`src/tc8p_pkg.sv`:
```
package tc8p_pkg;

  // register indices; byte address is four times the index
  localparam logic [7:0] TC8P_IDX_MODE   = 8'h88;
  localparam logic [7:0] TC8P_IDX_COUNT  = 8'h89;
  localparam logic [7:0] TC8P_IDX_RELOAD = 8'h8A;
  localparam logic [7:0] TC8P_IDX_STATUS = 8'h8B;
  localparam logic [7:0] TC8P_IDX_MASK   = 8'h8C;

  localparam int unsigned TC8P_ADDR_W = 10;

  localparam logic [TC8P_ADDR_W-1:0] TC8P_ADDR_MODE   = TC8P_ADDR_W'({TC8P_IDX_MODE, 2'b00});
  localparam logic [TC8P_ADDR_W-1:0] TC8P_ADDR_COUNT  = TC8P_ADDR_W'({TC8P_IDX_COUNT, 2'b00});
  localparam logic [TC8P_ADDR_W-1:0] TC8P_ADDR_RELOAD = TC8P_ADDR_W'({TC8P_IDX_RELOAD, 2'b00});
  localparam logic [TC8P_ADDR_W-1:0] TC8P_ADDR_STATUS = TC8P_ADDR_W'({TC8P_IDX_STATUS, 2'b00});
  localparam logic [TC8P_ADDR_W-1:0] TC8P_ADDR_MASK   = TC8P_ADDR_W'({TC8P_IDX_MASK, 2'b00});

  // mode register field positions
  localparam int unsigned TC8P_BIT_PWM    = 0;
  localparam int unsigned TC8P_BIT_TOGGLE = 1;
  localparam int unsigned TC8P_BIT_ALOAD  = 2;
  localparam int unsigned TC8P_BIT_SRC    = 3;
  localparam int unsigned TC8P_BIT_RATE   = 4;
  localparam int unsigned TC8P_BIT_RUN    = 7;

  // status / mask field positions
  localparam int unsigned TC8P_BIT_OVF    = 0;

  // reset values
  localparam logic [7:0] TC8P_RST_MODE   = 8'h00;
  localparam logic [7:0] TC8P_RST_COUNT  = 8'h00;
  localparam logic [7:0] TC8P_RST_RELOAD = 8'h00;
  localparam logic [7:0] TC8P_RST_STATUS = 8'h00;
  localparam logic [7:0] TC8P_RST_MASK   = 8'h00;

  // overflow boundaries as masks of the counted low bits
  localparam logic [7:0] TC8P_BND_256 = 8'hFF;
  localparam logic [7:0] TC8P_BND_64  = 8'h3F;
  localparam logic [7:0] TC8P_BND_32  = 8'h1F;
  localparam logic [7:0] TC8P_BND_16  = 8'h0F;

  // mode register layout
  typedef struct packed {
    logic       run;
    logic [2:0] rate;
    logic       src;
    logic       aload;
    logic       toggle;
    logic       pwm;
  } tc8p_mode_s;

endpackage

```
`src/tc8p_core.sv`:
```
`timescale 1ns/1ps
`default_nettype none

// Behaviour
// - count up per tick; wrap FF to 00, keep counting, flag interrupt each wrap
// - source bit zero picks internal divided clock, one picks event pin
// - external source: one count per falling edge on event pin
// - rate code 000 divides by 256, 001 by 128, 110 by 4, 111 by 2
// - counter runs only while run enable bit is one, else holds
// - PWM off and toggle bit set: pin carries toggle signal, else general I/O
// - PWM off: auto-reload bit enables reload on overflow
// - external source ignores rate and forces event pin interrupt flag low
// - boundary 256, or with PWM on internal source 256/64/32/16 by reload and toggle bits
// - count register readable, writable, resets zero; write presets count
// - active reload copies the staged reload value into count on each overflow
// - new reload value staged, becomes active only at next overflow
// - PWM mode always reloads; on internal source reload bit then picks boundary
// - toggle output flips on every overflow, half the overflow rate
module tc8p_core
  import tc8p_pkg::*;
(
  // clock and reset
  input  wire logic                   i_clk,
  input  wire logic                   i_srst,
  // avalon-mm slave
  input  wire logic [TC8P_ADDR_W-1:0] i_address,
  input  wire logic                   i_read,
  input  wire logic                   i_write,
  input  wire logic [31:0]            i_writedata,
  input  wire logic [3:0]             i_byteenable,
  output logic      [31:0]            o_readdata,
  output logic                        o_waitrequest,
  // pins
  input  wire logic                   i_event_pin,
  output logic                        o_toggle_out_pin,
  output logic                        o_toggle_out_sel,
  output logic                        o_pwm_out,
  // interrupts
  output logic                        o_event_pin_irq_flag,
  output logic                        o_irq
);

  // divide mask for a rate code: low bits that must all be one for a tick
  function automatic logic [7:0] rate_mask(input logic [2:0] rate);
    rate_mask = TC8P_BND_256 >> rate;
  endfunction

  // overflow boundary mask for the current mode
  function automatic logic [7:0] bound_mask(input tc8p_mode_s m);
    logic [7:0] b;
    b = TC8P_BND_256;
    if (!m.src && m.pwm) begin
      case ({m.aload, m.toggle})
        2'b00:   b = TC8P_BND_256;
        2'b01:   b = TC8P_BND_64;
        2'b10:   b = TC8P_BND_32;
        default: b = TC8P_BND_16;
      endcase
    end
    bound_mask = b;
  endfunction

  tc8p_mode_s mode_r;
  logic [7:0] count_r;
  logic [7:0] reload_stage_r;
  logic [7:0] reload_act_r;
  logic [7:0] status_r;
  logic [7:0] mask_r;
  logic [7:0] pre_r;
  logic       sync1_r;
  logic       sync2_r;
  logic       sync3_r;
  logic       wait_r;
  logic [31:0] rdata_r;
  logic       toggle_r;
  logic       tsel_r;
  logic       pwm_r;
  logic       pin_irq_r;
  logic       irq_r;

  logic       acc;
  logic       wr_en;
  logic       mode_wr;
  logic       cnt_wr;
  logic       reload_wr;
  logic       status_wr;
  logic       mask_wr;
  logic       fall;
  logic       tick_int;
  logic       adv;
  logic [7:0] bnd;
  logic       ovf;
  logic       reload_on;

  // bus acceptance: a request completes on the edge where waitrequest is low
  assign acc       = (i_read || i_write) && !wait_r;
  assign wr_en     = i_write && !wait_r && i_byteenable[0];
  assign mode_wr   = wr_en && (i_address == TC8P_ADDR_MODE);
  assign cnt_wr    = wr_en && (i_address == TC8P_ADDR_COUNT);
  assign reload_wr = wr_en && (i_address == TC8P_ADDR_RELOAD);
  assign status_wr = wr_en && (i_address == TC8P_ADDR_STATUS);
  assign mask_wr   = wr_en && (i_address == TC8P_ADDR_MASK);

  // counting decisions
  assign fall      = sync3_r && !sync2_r;
  assign tick_int  = mode_r.run && !mode_r.src
                     && ((pre_r & rate_mask(mode_r.rate)) == rate_mask(mode_r.rate));
  assign adv       = mode_r.run && (mode_r.src ? fall : tick_int);
  assign bnd       = bound_mask(mode_r);
  assign ovf       = adv && ((count_r & bnd) == bnd);
  assign reload_on = mode_r.pwm || mode_r.aload;

  // waitrequest and registered read data
  always_ff @(posedge i_clk) begin
    if (i_srst) begin
      wait_r  <= 1'b1;
      rdata_r <= 32'h0000_0000;
    end else begin
      if (acc) begin
        wait_r <= 1'b1;
      end else begin
        wait_r <= !(i_read || i_write);
      end
      rdata_r <= 32'h0000_0000;
      if (i_read && wait_r) begin
        case (i_address)
          TC8P_ADDR_MODE:   rdata_r[7:0] <= mode_r;
          TC8P_ADDR_COUNT:  rdata_r[7:0] <= count_r;
          TC8P_ADDR_STATUS: rdata_r[7:0] <= status_r;
          TC8P_ADDR_MASK:   rdata_r[7:0] <= mask_r;
          default:          rdata_r      <= 32'h0000_0000;
        endcase
      end
    end
  end

  // mode and interrupt mask registers
  always_ff @(posedge i_clk) begin
    if (i_srst) begin
      mode_r <= tc8p_mode_s'(TC8P_RST_MODE);
      mask_r <= TC8P_RST_MASK;
    end else begin
      if (mode_wr) begin
        mode_r <= tc8p_mode_s'(i_writedata[7:0]);
      end
      if (mask_wr) begin
        mask_r <= i_writedata[7:0];
      end
    end
  end

  // event pin synchroniser and edge history
  always_ff @(posedge i_clk) begin
    if (i_srst) begin
      sync1_r <= 1'b1;
      sync2_r <= 1'b1;
      sync3_r <= 1'b1;
    end else begin
      sync1_r <= i_event_pin;
      sync2_r <= sync1_r;
      sync3_r <= sync2_r;
    end
  end

  // prescaler, cleared while idle so the first tick is a full period
  always_ff @(posedge i_clk) begin
    if (i_srst) begin
      pre_r <= 8'h00;
    end else if (mode_r.run && !mode_r.src) begin
      pre_r <= pre_r + 8'h01;
    end else begin
      pre_r <= 8'h00;
    end
  end

  // counter: software preset wins, then overflow, then plain increment
  always_ff @(posedge i_clk) begin
    if (i_srst) begin
      count_r <= TC8P_RST_COUNT;
    end else if (cnt_wr) begin
      count_r <= i_writedata[7:0];
    end else if (ovf && reload_on) begin
      count_r <= reload_stage_r;
    end else if (adv) begin
      count_r <= count_r + 8'h01;
    end
  end

  // double-buffered reload value
  always_ff @(posedge i_clk) begin
    if (i_srst) begin
      reload_stage_r <= TC8P_RST_RELOAD;
      reload_act_r   <= TC8P_RST_RELOAD;
    end else begin
      if (reload_wr) begin
        reload_stage_r <= i_writedata[7:0];
      end
      if (ovf) begin
        reload_act_r <= reload_stage_r;
      end
    end
  end

  // sticky status, write one to clear, a new event beats the clear
  always_ff @(posedge i_clk) begin
    if (i_srst) begin
      status_r <= TC8P_RST_STATUS;
    end else begin
      status_r <= (status_r & ~(status_wr ? i_writedata[7:0] : 8'h00))
                  | {7'h00, ovf};
    end
  end

  // interrupt line and event pin flag
  always_ff @(posedge i_clk) begin
    if (i_srst) begin
      irq_r     <= 1'b0;
      pin_irq_r <= 1'b0;
    end else begin
      irq_r     <= |(status_r & mask_r);
      pin_irq_r <= fall && !mode_r.src;
    end
  end

  // toggle output and pin function select
  always_ff @(posedge i_clk) begin
    if (i_srst) begin
      toggle_r <= 1'b0;
      tsel_r   <= 1'b0;
    end else begin
      if (ovf) begin
        toggle_r <= !toggle_r;
      end
      tsel_r <= mode_r.toggle && !mode_r.pwm;
    end
  end

  // pwm: high over the first half of the boundary range, reload sets the start
  always_ff @(posedge i_clk) begin
    if (i_srst) begin
      pwm_r <= 1'b0;
    end else begin
      pwm_r <= mode_r.pwm && mode_r.run
               && ((count_r & bnd) <= {1'b0, bnd[7:1]});
    end
  end

  // outputs straight from flops
  assign o_readdata           = rdata_r;
  assign o_waitrequest        = wait_r;
  assign o_toggle_out_pin     = toggle_r;
  assign o_toggle_out_sel     = tsel_r;
  assign o_pwm_out            = pwm_r;
  assign o_event_pin_irq_flag = pin_irq_r;
  assign o_irq                = irq_r;

  // helper: cycles since last internal tick, valid once a tick was seen
  logic [7:0] gap_r;
  logic       gap_ok_r;
  always_ff @(posedge i_clk) begin
    if (i_srst || !mode_r.run || mode_r.src || mode_wr) begin
      gap_r    <= 8'h00;
      gap_ok_r <= 1'b0;
    end else if (tick_int) begin
      gap_r    <= 8'h00;
      gap_ok_r <= 1'b1;
    end else begin
      gap_r <= gap_r + 8'h01;
    end
  end
endmodule

`default_nettype wire

```
`config.mk`:
```
export PLATFORM = sky130hd
export DESIGN_NAME = tc8p_core
export DESIGN_NICKNAME = d
export VERILOG_FILES = /design/src/tc8p_pkg.sv /design/src/tc8p_core.sv
export SDC_FILE = /design/constraint.sdc
export NUM_CORES = 1
export LEC_CHECK = 0
export BUFFER_PORTS_ARGS = -buffer_cell sky130_fd_sc_hd__buf_4
export CAP_MARGIN = 25
export CORE_MARGIN = 3
export CORE_UTILIZATION = 33
export CTS_CLUSTER_SIZE = 40
export DETAILED_ROUTE_END_ITERATION = 8
export PLACE_DENSITY = 0.57
export SKIP_CTS_REPAIR_TIMING = 1
export SYNTH_ARGS = -nofsm -noshare
export SYNTH_HDL_FRONTEND = slang
export SYNTH_SLANG_ARGS = --single-unit
```
`constraint.sdc`:
```
create_clock -name i_clk -period 2.1 [get_ports i_clk]
set_input_delay 0.42 -clock i_clk [delete_from_list [all_inputs] [get_ports i_clk]]
set_output_delay 0.42 -clock i_clk [all_outputs]
set_load 0.1 [all_outputs]
```
==> results of run 1 <==
[critical path, delay by kind of cell (launching register included)]
family | cells | cell delay (ns)
AOI/OAI and AO/OA | 4 | 0.75
DFF | 1 | 0.34
muxes | 1 | 0.30
adders and majority gates | 1 | 0.19
buffers and inverters | 1 | 0.19
and+or+nand+nor | 1 | 0.10
[metrics by stage]
step	power (W)	setup slack, ns	TNS [ns]
floorplan	0.00154	0.113	0
global placement	0.00156	-0.0291	-0.203
detailed placement	0.00157	-0.0265	-0.141
CTS	0.00248	0.116	0
global route	0.00255	0.0175	0
finish	0.00246	0.113	0
[final cells by class]
class,count,area share (%)
clock inverter,4,0.771
clock buffer,12,3.47
inverter,7,0.675
multi-input combinational,274,44.5
tap,129,4.15
sequential,65,33.5
timing repair buffer,67,12.9
[registers in the layout (all words and copies together), names as in the netlist]
signal                cells
count_r                   8
mask_r                    8
mode_r                    8
o_event_pin_irq_flag      1
o_irq                     1
o_pwm_out                 1
o_readdata                8
o_toggle_out_pin          1
o_toggle_out_sel          1
o_waitrequest             1
pre_r                     8
reload_stage_r            8
status_r                  8
sync1_r                   1
sync2_r                   1
sync3_r                   1
[per-layer routing]
metal,GRT usage [%],share of wire (%)
met5,0,0
met4,5.81,1.3
met3,2.96,5.3
met2,23.2,45
met1,21.4,48
[logic make-up after synthesis]
group / share of synthesized area, %
buffers and inverters: 9.12
XOR/XNOR: 3.25
other: 0.116
AND/OR/NAND/NOR: 21.3
AO/OA/AOI/OAI: 14.8
flip-flops: 40.2
multiplexers: 9.28
adder cells (fa/ha/maj): 1.93
[power groups by stage]
stage / clock network [W] / logic [W] / registers, W
floorplan: 0 / 0.000255 / 0.00128
global placement: 0 / 0.000298 / 0.00127
detailed placement: 0 / 0.000299 / 0.00127
CTS: 0.000944 / 0.000299 / 0.00124
global route: 0.000999 / 0.000308 / 0.00124
finish: 0.000921 / 0.000300 / 0.00124
[worst paths after layout]
path | depth (start not counted) | end | start | slack [ns]
hold / removal | 2 | o_waitrequest | i_read | 0.26
setup reg to reg | 8 | count_r[7] | count_r[1] | 0.11
hold reg to reg | 1 | sync2_r | sync1_r | 0.41
setup / recovery | 8 | count_r[7] | count_r[1] | 0.11
[synth_stat cells, drive strengths merged (2+ instances only)]
| library cell | n | area share (%) |
|---|---|---|
| nor3b | 2 | 0.46 |
| inv | 6 | 0.70 |
| a211oi | 7 | 2.2 |
| or2 | 3 | 0.58 |
| a21oi | 30 | 4.6 |
| mux2i | 12 | 3.7 |
| nand3b | 2 | 0.46 |
| mux2 | 14 | 5.6 |
| a22oi | 5 | 1.2 |
| nand2b | 3 | 0.81 |
| nor2b | 5 | 0.97 |
| o211ai | 3 | 0.70 |
| nand4 | 3 | 0.58 |
| nor2 | 38 | 4.4 |
| xor2 | 5 | 1.4 |
| nand2 | 35 | 4.1 |
| xnor2 | 7 | 1.9 |
| and3 | 4 | 0.77 |
| o21ai | 6 | 1.0 |
| ha | 5 | 1.9 |
| and3b | 2 | 0.54 |
| or3 | 3 | 0.73 |
| nor3 | 3 | 0.62 |
| o21bai | 2 | 0.46 |
| a222oi | 8 | 2.5 |
| clkbuf | 8 | 0.93 |
| dfxtp | 65 | 40 |
| o22ai | 2 | 0.39 |
| and2 | 2 | 0.43 |
| nand3 | 28 | 4.3 |
| buf | 32 | 7.4 |
[layout by cell type (no fill, tap or decap), types with 6 or more instances in the layout]
master / synthesis / layout
buf_4: 25 / 67
dfxtp_1: 65 / 62
nor2_1: 38 / 38
nand2_1: 35 / 35
a21oi_1: 30 / 30
nand3_1: 28 / 28
conb_1: 1 / 24
mux2i_1: 12 / 11
clkbuf_8: 0 / 9
mux2_2: 8 / 8
a222oi_1: 8 / 8
xnor2_1: 7 / 7
mux2_4: 6 / 6
==> impl_metrics.py, run 1 <==
metrics = {
    "floorplan": {
        "io_pins": 89,
        "dieArea_um2": 11000,
        "die_y_um": 105,
        "die_w_um": 105,
        "rows": 35,
        "fp.coreArea_um2": 9370,
        "start_util_pct": 34.5,
    },
    "cts": {
        "clock-sinks": 65,
        "cts_tree": "built",
        "cts-root-buf": "clkbuf_8",
        "clk_pin_slew_ns": 0.07,
        "cts_buffers": 9,
        "htreeDepth": 3,
        "cts.path.max_buffers": 2,
        "clk_latency_ns": 0.34,
    },
    "synth": {
        "synth.distinct_cells": 56,
        "syn_area_per_cell_um2": 8.92,
        "synth-async-reset-ratio_pct": 0,
        "synth_edf_count": 0,
        "ys_ff_latch": 65,
        "synth_seq_area_share_pct": 40.2,
        "synth_flop_cell": "dfxtp_1",
        "syn_inst": 363,
        "ys_warn_count": 0,
        "syn_area_um2": 3240,
    },
    "timing": {
        "finalHoldViolCount": 0,
        "setup_viol": 0,
        "fmax_mhz": 503,
        "whs_ns": 0.263,
        "fin_crit_ns": 1.99,
        "finalClockSkew_ns": 0.00541,
        "rsz0062_at_grt": "false",
        "fin_crit_sh_pct": 94.6,
        "slew_violations": 0,
    },
    "finish": {
        "fill_cells": 955,
        "nets": 480,
        "final_cells": 558,
        "seq_area_um2": 1310,
        "fin_util_pct": 41.5,
        "syn_to_final_growth_pct": 20.3,
        "fin_area_um2": 3890,
        "drive_above_1_share_pct": 26.6,
        "num_antenna_cells": 0,
        "multi_input_area_um2": 1730,
    },
    "pwr": {
        "seqPwrFrac_pct": 50.3,
        "combPwrFrac_pct": 12.2,
        "swShare_pct": 30.4,
        "power_density_nw_per_um2": 632,
        "p_leak_nw": 1.59,
        "intPower_w": 0.00171,
        "p_sw_w": 0.000747,
        "ir_drop_mv": 0.327,
        "clockPowerShare_pct": 37.5,
    },
    "grt": {
        "first_global_vias": 2690,
        "track_usage_pct": 15.3,
        "grt_overflow": 0,
        "antenna_found_initial": 0,
        "grt_pass1_wl_um": 13600,
        "grt_start_max_net_pins": 22,
    },
    "detailed_routing": {
        "drt_wl_total_um": 8260,
        "dr_total_vias": 2799,
        "dr.pass1.iters": 6,
        "ant_nets": 0,
        "viasPerCell": 5.02,
        "drc": 0,
        "drtIter0Drc": 188,
        "routedWlPerCell_um": 14.8,
    },
    "critical_path": {
        "startpoint_type": "flop",
        "cp-end-kind": "flop",
        "path_class": "flop to flop",
        "worstPathCellList": "ha_2 -> nand3_1 -> o21bai_1 -> a221o_1 -> buf_4 -> mux2_4 -> o22ai_1 -> a211oi_1",
        "slowest_delay_ns": 0.34,
        "worstPathMaxFanout": 10,
        "worstPathArrival_ns": 2.20,
        "cp_slowest_cell": "dfxtp_1",
        "crit_required_ns": 2.32,
    },
    "place": {
        "hpwl_um": 6020,
        "place_inst": 542,
        "portBuffers": 37,
        "place_area_um2": 3720,
        "finalWeightedCongestion": 0.918,
    },
    "run_status": {
        "run_status": "complete, no violations",
    },
    "job": {
        "drv_cap": 0,
    },
    "min_path": {
        "hold_class": "input pin to flop",
    },
}
Note: power is estimated with default switching activity, not from simulation.
==> inputs of run 2 (changes only) <==
--- a/config.mk
+++ b/config.mk
@@ -5,7 +5,7 @@
 export SDC_FILE = /design/constraint.sdc
 export NUM_CORES = 1
 export LEC_CHECK = 0
-export BUFFER_PORTS_ARGS = -buffer_cell sky130_fd_sc_hd__buf_4
+export BUFFER_PORTS_ARGS = -buffer_cell sky130_fd_sc_hd__buf_2
 export CAP_MARGIN = 25
 export CORE_MARGIN = 3
 export CORE_UTILIZATION = 33
==> run 2 against run 1 <==
  * Worst setup slack gained 0.023 ns
  * Critical endpoint is now count_r[3]
  * Flip-flop and latch count did not move
  * Power rose by 11%
==> impl_metrics.py, run 2 (synthesis gave the netlist of run 1 again) <==
metrics = {
    "timing": {
        "fin_crit_ns": 1.96,
        "whs_ns": 0.250,
        "fin_crit_sh_pct": 93.5,
        "rsz0062_at_grt": "false",
        "finalHoldViolCount": 0,
        "slew_violations": 0,
        "finalClockSkew_ns": 0.0124,
        "fmax_mhz": 509,
        "setup_viol": 0,
    },
    "detailed_routing": {
        "ant_nets": 0,
        "drt_wl_total_um": 7950,
        "drc": 0,
        "viasPerCell": 4.96,
        "drtIter0Drc": 196,
        "dr_total_vias": 2751,
        "dr.pass1.iters": 5,
        "routedWlPerCell_um": 14.3,
    },
    "critical_path": {
        "worstPathMaxFanout": 10,
        "cp-end-kind": "flop",
        "r2r-start": "count_r[0]",
        "startpoint_type": "flop",
        "r2r_end": "count_r[3]",
        "r2r_slack_ns": 0.14,
        "path_class": "flop to flop",
        "r2r_cells": 8,
        "worstPathArrival_ns": 2.18,
        "crit_required_ns": 2.32,
    },
    "place": {
        "portBuffers": 37,
        "hpwl_um": 5910,
        "finalWeightedCongestion": 0.839,
    },
    "floorplan": {
        "dieArea_um2": 11000,
        "fp.coreArea_um2": 9370,
        "die_w_um": 105,
        "die_y_um": 105,
        "start_util_pct": 34.5,
        "rows": 35,
        "io_pins": 89,
    },
    "grt": {
        "first_global_vias": 2600,
        "track_usage_pct": 14.9,
        "antenna_found_initial": 0,
        "grt_overflow": 0,
        "grt_start_max_net_pins": 25,
        "grt_pass1_wl_um": 13100,
    },
    "cts": {
        "clk_pin_slew_ns": 0.08,
        "cts_buffers": 9,
        "clock-sinks": 65,
        "clk_latency_ns": 0.35,
        "cts-root-buf": "clkbuf_8",
        "cts_tree": "built",
        "htreeDepth": 3,
        "cts.path.max_buffers": 2,
    },
    "finish": {
        "drive_above_1_share_pct": 25.8,
        "num_antenna_cells": 0,
        "fin_util_pct": 41.0,
        "final_common_cell": "dfxtp_1",
        "layout_common_cells": "64 x dfxtp_1, 38 x nor2_1, 37 x buf_2",
        "syn_to_final_growth_pct": 18.8,
        "nets": 477,
    },
    "pwr": {
        "p_leak_nw": 1.59,
        "ir_drop_mv": 0.351,
        "power_density_nw_per_um2": 712,
    },
    "min_path": {
        "whs_path_depth": 2,
        "hold_class": "input pin to flop",
        "min_from": "i_event_pin",
        "holdPathEnd": "sync1_r",
    },
    "job": {
        "drv_cap": 0,
    },
    "run_status": {
        "run_status": "complete, no violations",
    },
}
## run 2: worst max path at each step
stage                        startpoint                end  slack, ns  cells after the start
final                        count_r[0]         count_r[3]       0.14                      8
after detailed placement   i_address[1]          mask_r[0]      -0.02                      7
after global placement     i_address[1]          mask_r[4]     -0.009                      7
after CTS                    count_r[0]         count_r[1]       0.13                      8
after floorplan           o_waitrequest  reload_stage_r[0]       0.11                      6
after global routing         count_r[0]         count_r[1]       0.01                      8
## run 2: cell type report
| cell class | instances | area [um^2] |
|---|---|---|
| Timing Repair Buffer | 64 | 400 |
| Sequential cell | 65 | 1300 |
| Inverter | 7 | 26.3 |
| Clock inverter | 6 | 91.3 |
| Multi-Input combinational cell | 274 | 1730 |
| Fill cell | 960 | 5530 |
| Clock buffer | 10 | 138 |
| Tap cell | 129 | 161 |
## run 2: power by group
| group | total, W | switching (W) | internal (W) |
|---|---|---|---|
| Combinational | 0.000284 | 0.000253 | 0.0000308 |
| Clock | 0.00122 | 0.000517 | 0.000702 |
| Sequential | 0.00124 | 0.00000160 | 0.00124 |
## run 2: layer usage
| metal | share of wire, % | GRT usage, % | wire length, um | vias to the layer above |
|---|---|---|---|---|
| met4 | 1.7 | 6.84 | 134 | 0 |
| li1 | - | - | - | 1357 |
| met3 | 6.6 | 3.15 | 522 | 12 |
| met5 | 0 | 0 | 0 | - |
| met2 | 44 | 22.3 | 3530 | 103 |
| met1 | 47 | 20.5 | 3760 | 1279 |
## run 2: through the flow
step                setup TNS, ns  std cells  area (um^2)  total power [W]  setup slack, ns
detailed placement        -0.0521        539         3620          0.00155          -0.0156
CTS                             0        555         3850          0.00276            0.129
floorplan                       0        386         3320          0.00154            0.113
global route                    0        555         3850          0.00283           0.0149
finish                          0        555         3850          0.00274            0.136
global placement          -0.0238        539         3620          0.00155         -0.00947
## run 2: critical path, cell delays in order, from the launching register on
cell and delay (ns):
dfxtp_1 0.34, ha_1 0.18, nand3_1 0.09, o21bai_1 0.20
a221o_1 0.32, buf_12 0.16, mux2_4 0.29, mux2i_1 0.17
a211oi_2 0.09
==> inputs of run 3 (changes only) <==
--- a/config.mk
+++ b/config.mk
@@ -12,6 +12,7 @@
 export CTS_CLUSTER_SIZE = 40
 export DETAILED_ROUTE_END_ITERATION = 8
 export PLACE_DENSITY = 0.57
+export SETUP_SLACK_MARGIN = 0.4
 export SKIP_CTS_REPAIR_TIMING = 1
 export SYNTH_ARGS = -nofsm -noshare
 export SYNTH_HDL_FRONTEND = slang
==> run 3 against run 2 <==
  * Count of clock-buffer cells in the layout up 3
  * Maximum frequency down 0.51%
  * Critical path type unchanged
  * Largest cell class unchanged
  * Critical path depth unchanged
  * Hold slack better by 0.0055 ns
  * Largest power group unchanged
  * Via count up 0.55%
  * Combinational power about the same
==> impl_metrics.py, run 3 (synthesis gave the netlist of run 1 again) <==
metrics = {
    "run_status": {
        "run_status": "complete, no violations",
    },
    "timing": {
        "fin_ws_ns": 0.126,
        "fin_crit_sh_pct": 94.0,
        "fmax_mhz": 507,
        "rsz0062_at_grt": "true",
        "fin_crit_ns": 1.97,
        "whs_ns": 0.256,
        "setup_viol": 0,
        "fin_tns_setup_ns": 0,
        "finalHoldViolCount": 0,
        "slew_violations": 0,
        "finalClockSkew_ns": 0.0118,
    },
    "job": {
        "drv_cap": 0,
    },
    "critical_path": {
        "worstPathMaxFanout": 5,
        "worstPathArrival_ns": 2.20,
        "cp-end-kind": "flop",
        "startpoint_type": "flop",
        "crit_required_ns": 2.32,
        "path_class": "flop to flop",
    },
    "grt": {
        "antenna_found_initial": 0,
        "first_global_vias": 2718,
        "grt_pass1_wl_um": 13300,
        "grt_start_max_net_pins": 25,
        "track_usage_pct": 14.9,
        "grt_overflow": 0,
    },
    "detailed_routing": {
        "viasPerCell": 4.90,
        "dr_wl_met3_um": 422,
        "wl_met2_um": 3960,
        "dr.pass1.iters": 5,
        "ant_nets": 0,
        "routedLengthMet1_um": 3770,
        "drtIter0Drc": 216,
        "routed.top_layer": "met4",
        "dr_total_vias": 2766,
        "drt_wl_total_um": 8330,
        "drc": 0,
        "routedWlPerCell_um": 14.8,
    },
    "place": {
        "hpwl_um": 6060,
        "finalWeightedCongestion": 0.829,
        "place_ws_ns": 0.0565,
        "portBuffers": 37,
    },
    "pwr": {
        "power_density_nw_per_um2": 627,
        "ir_drop_mv": 0.213,
        "p_leak_nw": 1.62,
        "finalPower_w": 0.00252,
    },
    "cts": {
        "cts_tree": "built",
        "clock-sinks": 65,
        "htreeDepth": 3,
        "cts_buffers": 9,
        "cts.path.max_buffers": 2,
        "clk_pin_slew_ns": 0.07,
        "clk_latency_ns": 0.34,
        "cts-root-buf": "clkbuf_8",
    },
    "floorplan": {
        "dieArea_um2": 11000,
        "start_util_pct": 34.5,
        "io_pins": 89,
        "die_y_um": 105,
        "rows": 35,
        "fp.coreArea_um2": 9370,
        "die_w_um": 105,
    },
    "min_path": {
        "hold_class": "input pin to flop",
    },
    "finish": {
        "fin_util_pct": 42.9,
        "num_antenna_cells": 0,
        "final_common_cell": "dfxtp_1",
        "layout_common_cells": "51 x dfxtp_1, 38 x buf_2, 36 x nor2_1",
        "fill_cells": 962,
        "drive_above_1_share_pct": 34.0,
        "nets": 486,
        "syn_to_final_growth_pct": 24.1,
    },
}
run 3: area by class of cell:
| cell class | instances | area [um^2] | share of cell area [%] |
|---|---|---|---|
| clock buffer | 13 | 160 | 3.99 |
| clock inverter | 3 | 22.5 | 0.561 |
| inverter | 7 | 26.3 | 0.654 |
| multi-input combinational | 274 | 1840 | 45.9 |
| sequential | 65 | 1330 | 33.1 |
| tap | 129 | 161 | 4.02 |
| timing repair buffer | 73 | 473 | 11.8 |
run 3: per-stage QoR:
stage / area [um^2] / std cells
floorplan: 3380 / 386
CTS: 3860 / 557
detailed placement: 3680 / 541
finish: 4020 / 564
global placement: 3680 / 541
global route: 4020 / 564
run 3: layer usage:
metal | global-route usage (%) | vias up
met2 | 23.1 | 87
li1 | - | 1381
met5 | 0 | -
met3 | 3.09 | 14
met4 | 6.47 | 0
met1 | 19.9 | 1284
run 3: worst paths after layout:
check              from            end  slack, ns  cells past startpoint
min reg2reg     sync1_r        sync2_r       0.42                      1
max          count_r[0]     count_r[3]       0.13                      8
max reg2reg  count_r[0]     count_r[3]       0.13                      8
min              i_read  o_waitrequest       0.26                      2
run 3: critical path, stage by stage (launching register included):
cell,delay (ns)
dfxtp_4,0.39
ha_4,0.15
nand3_2,0.07
o21bai_4,0.18
a221o_1,0.31
buf_6,0.16
mux2_4,0.30
mux2i_2,0.19
a211oi_2,0.09
run 3: report_power, final:
| part | internal (W) | leakage, nW | switching [W] |
|---|---|---|---|
| sequential | 0.00123 | 0.532 | 0.00000165 |
| clock | 0.000507 | 0.0931 | 0.000492 |
| combinational | 0.0000324 | 0.994 | 0.000254 |
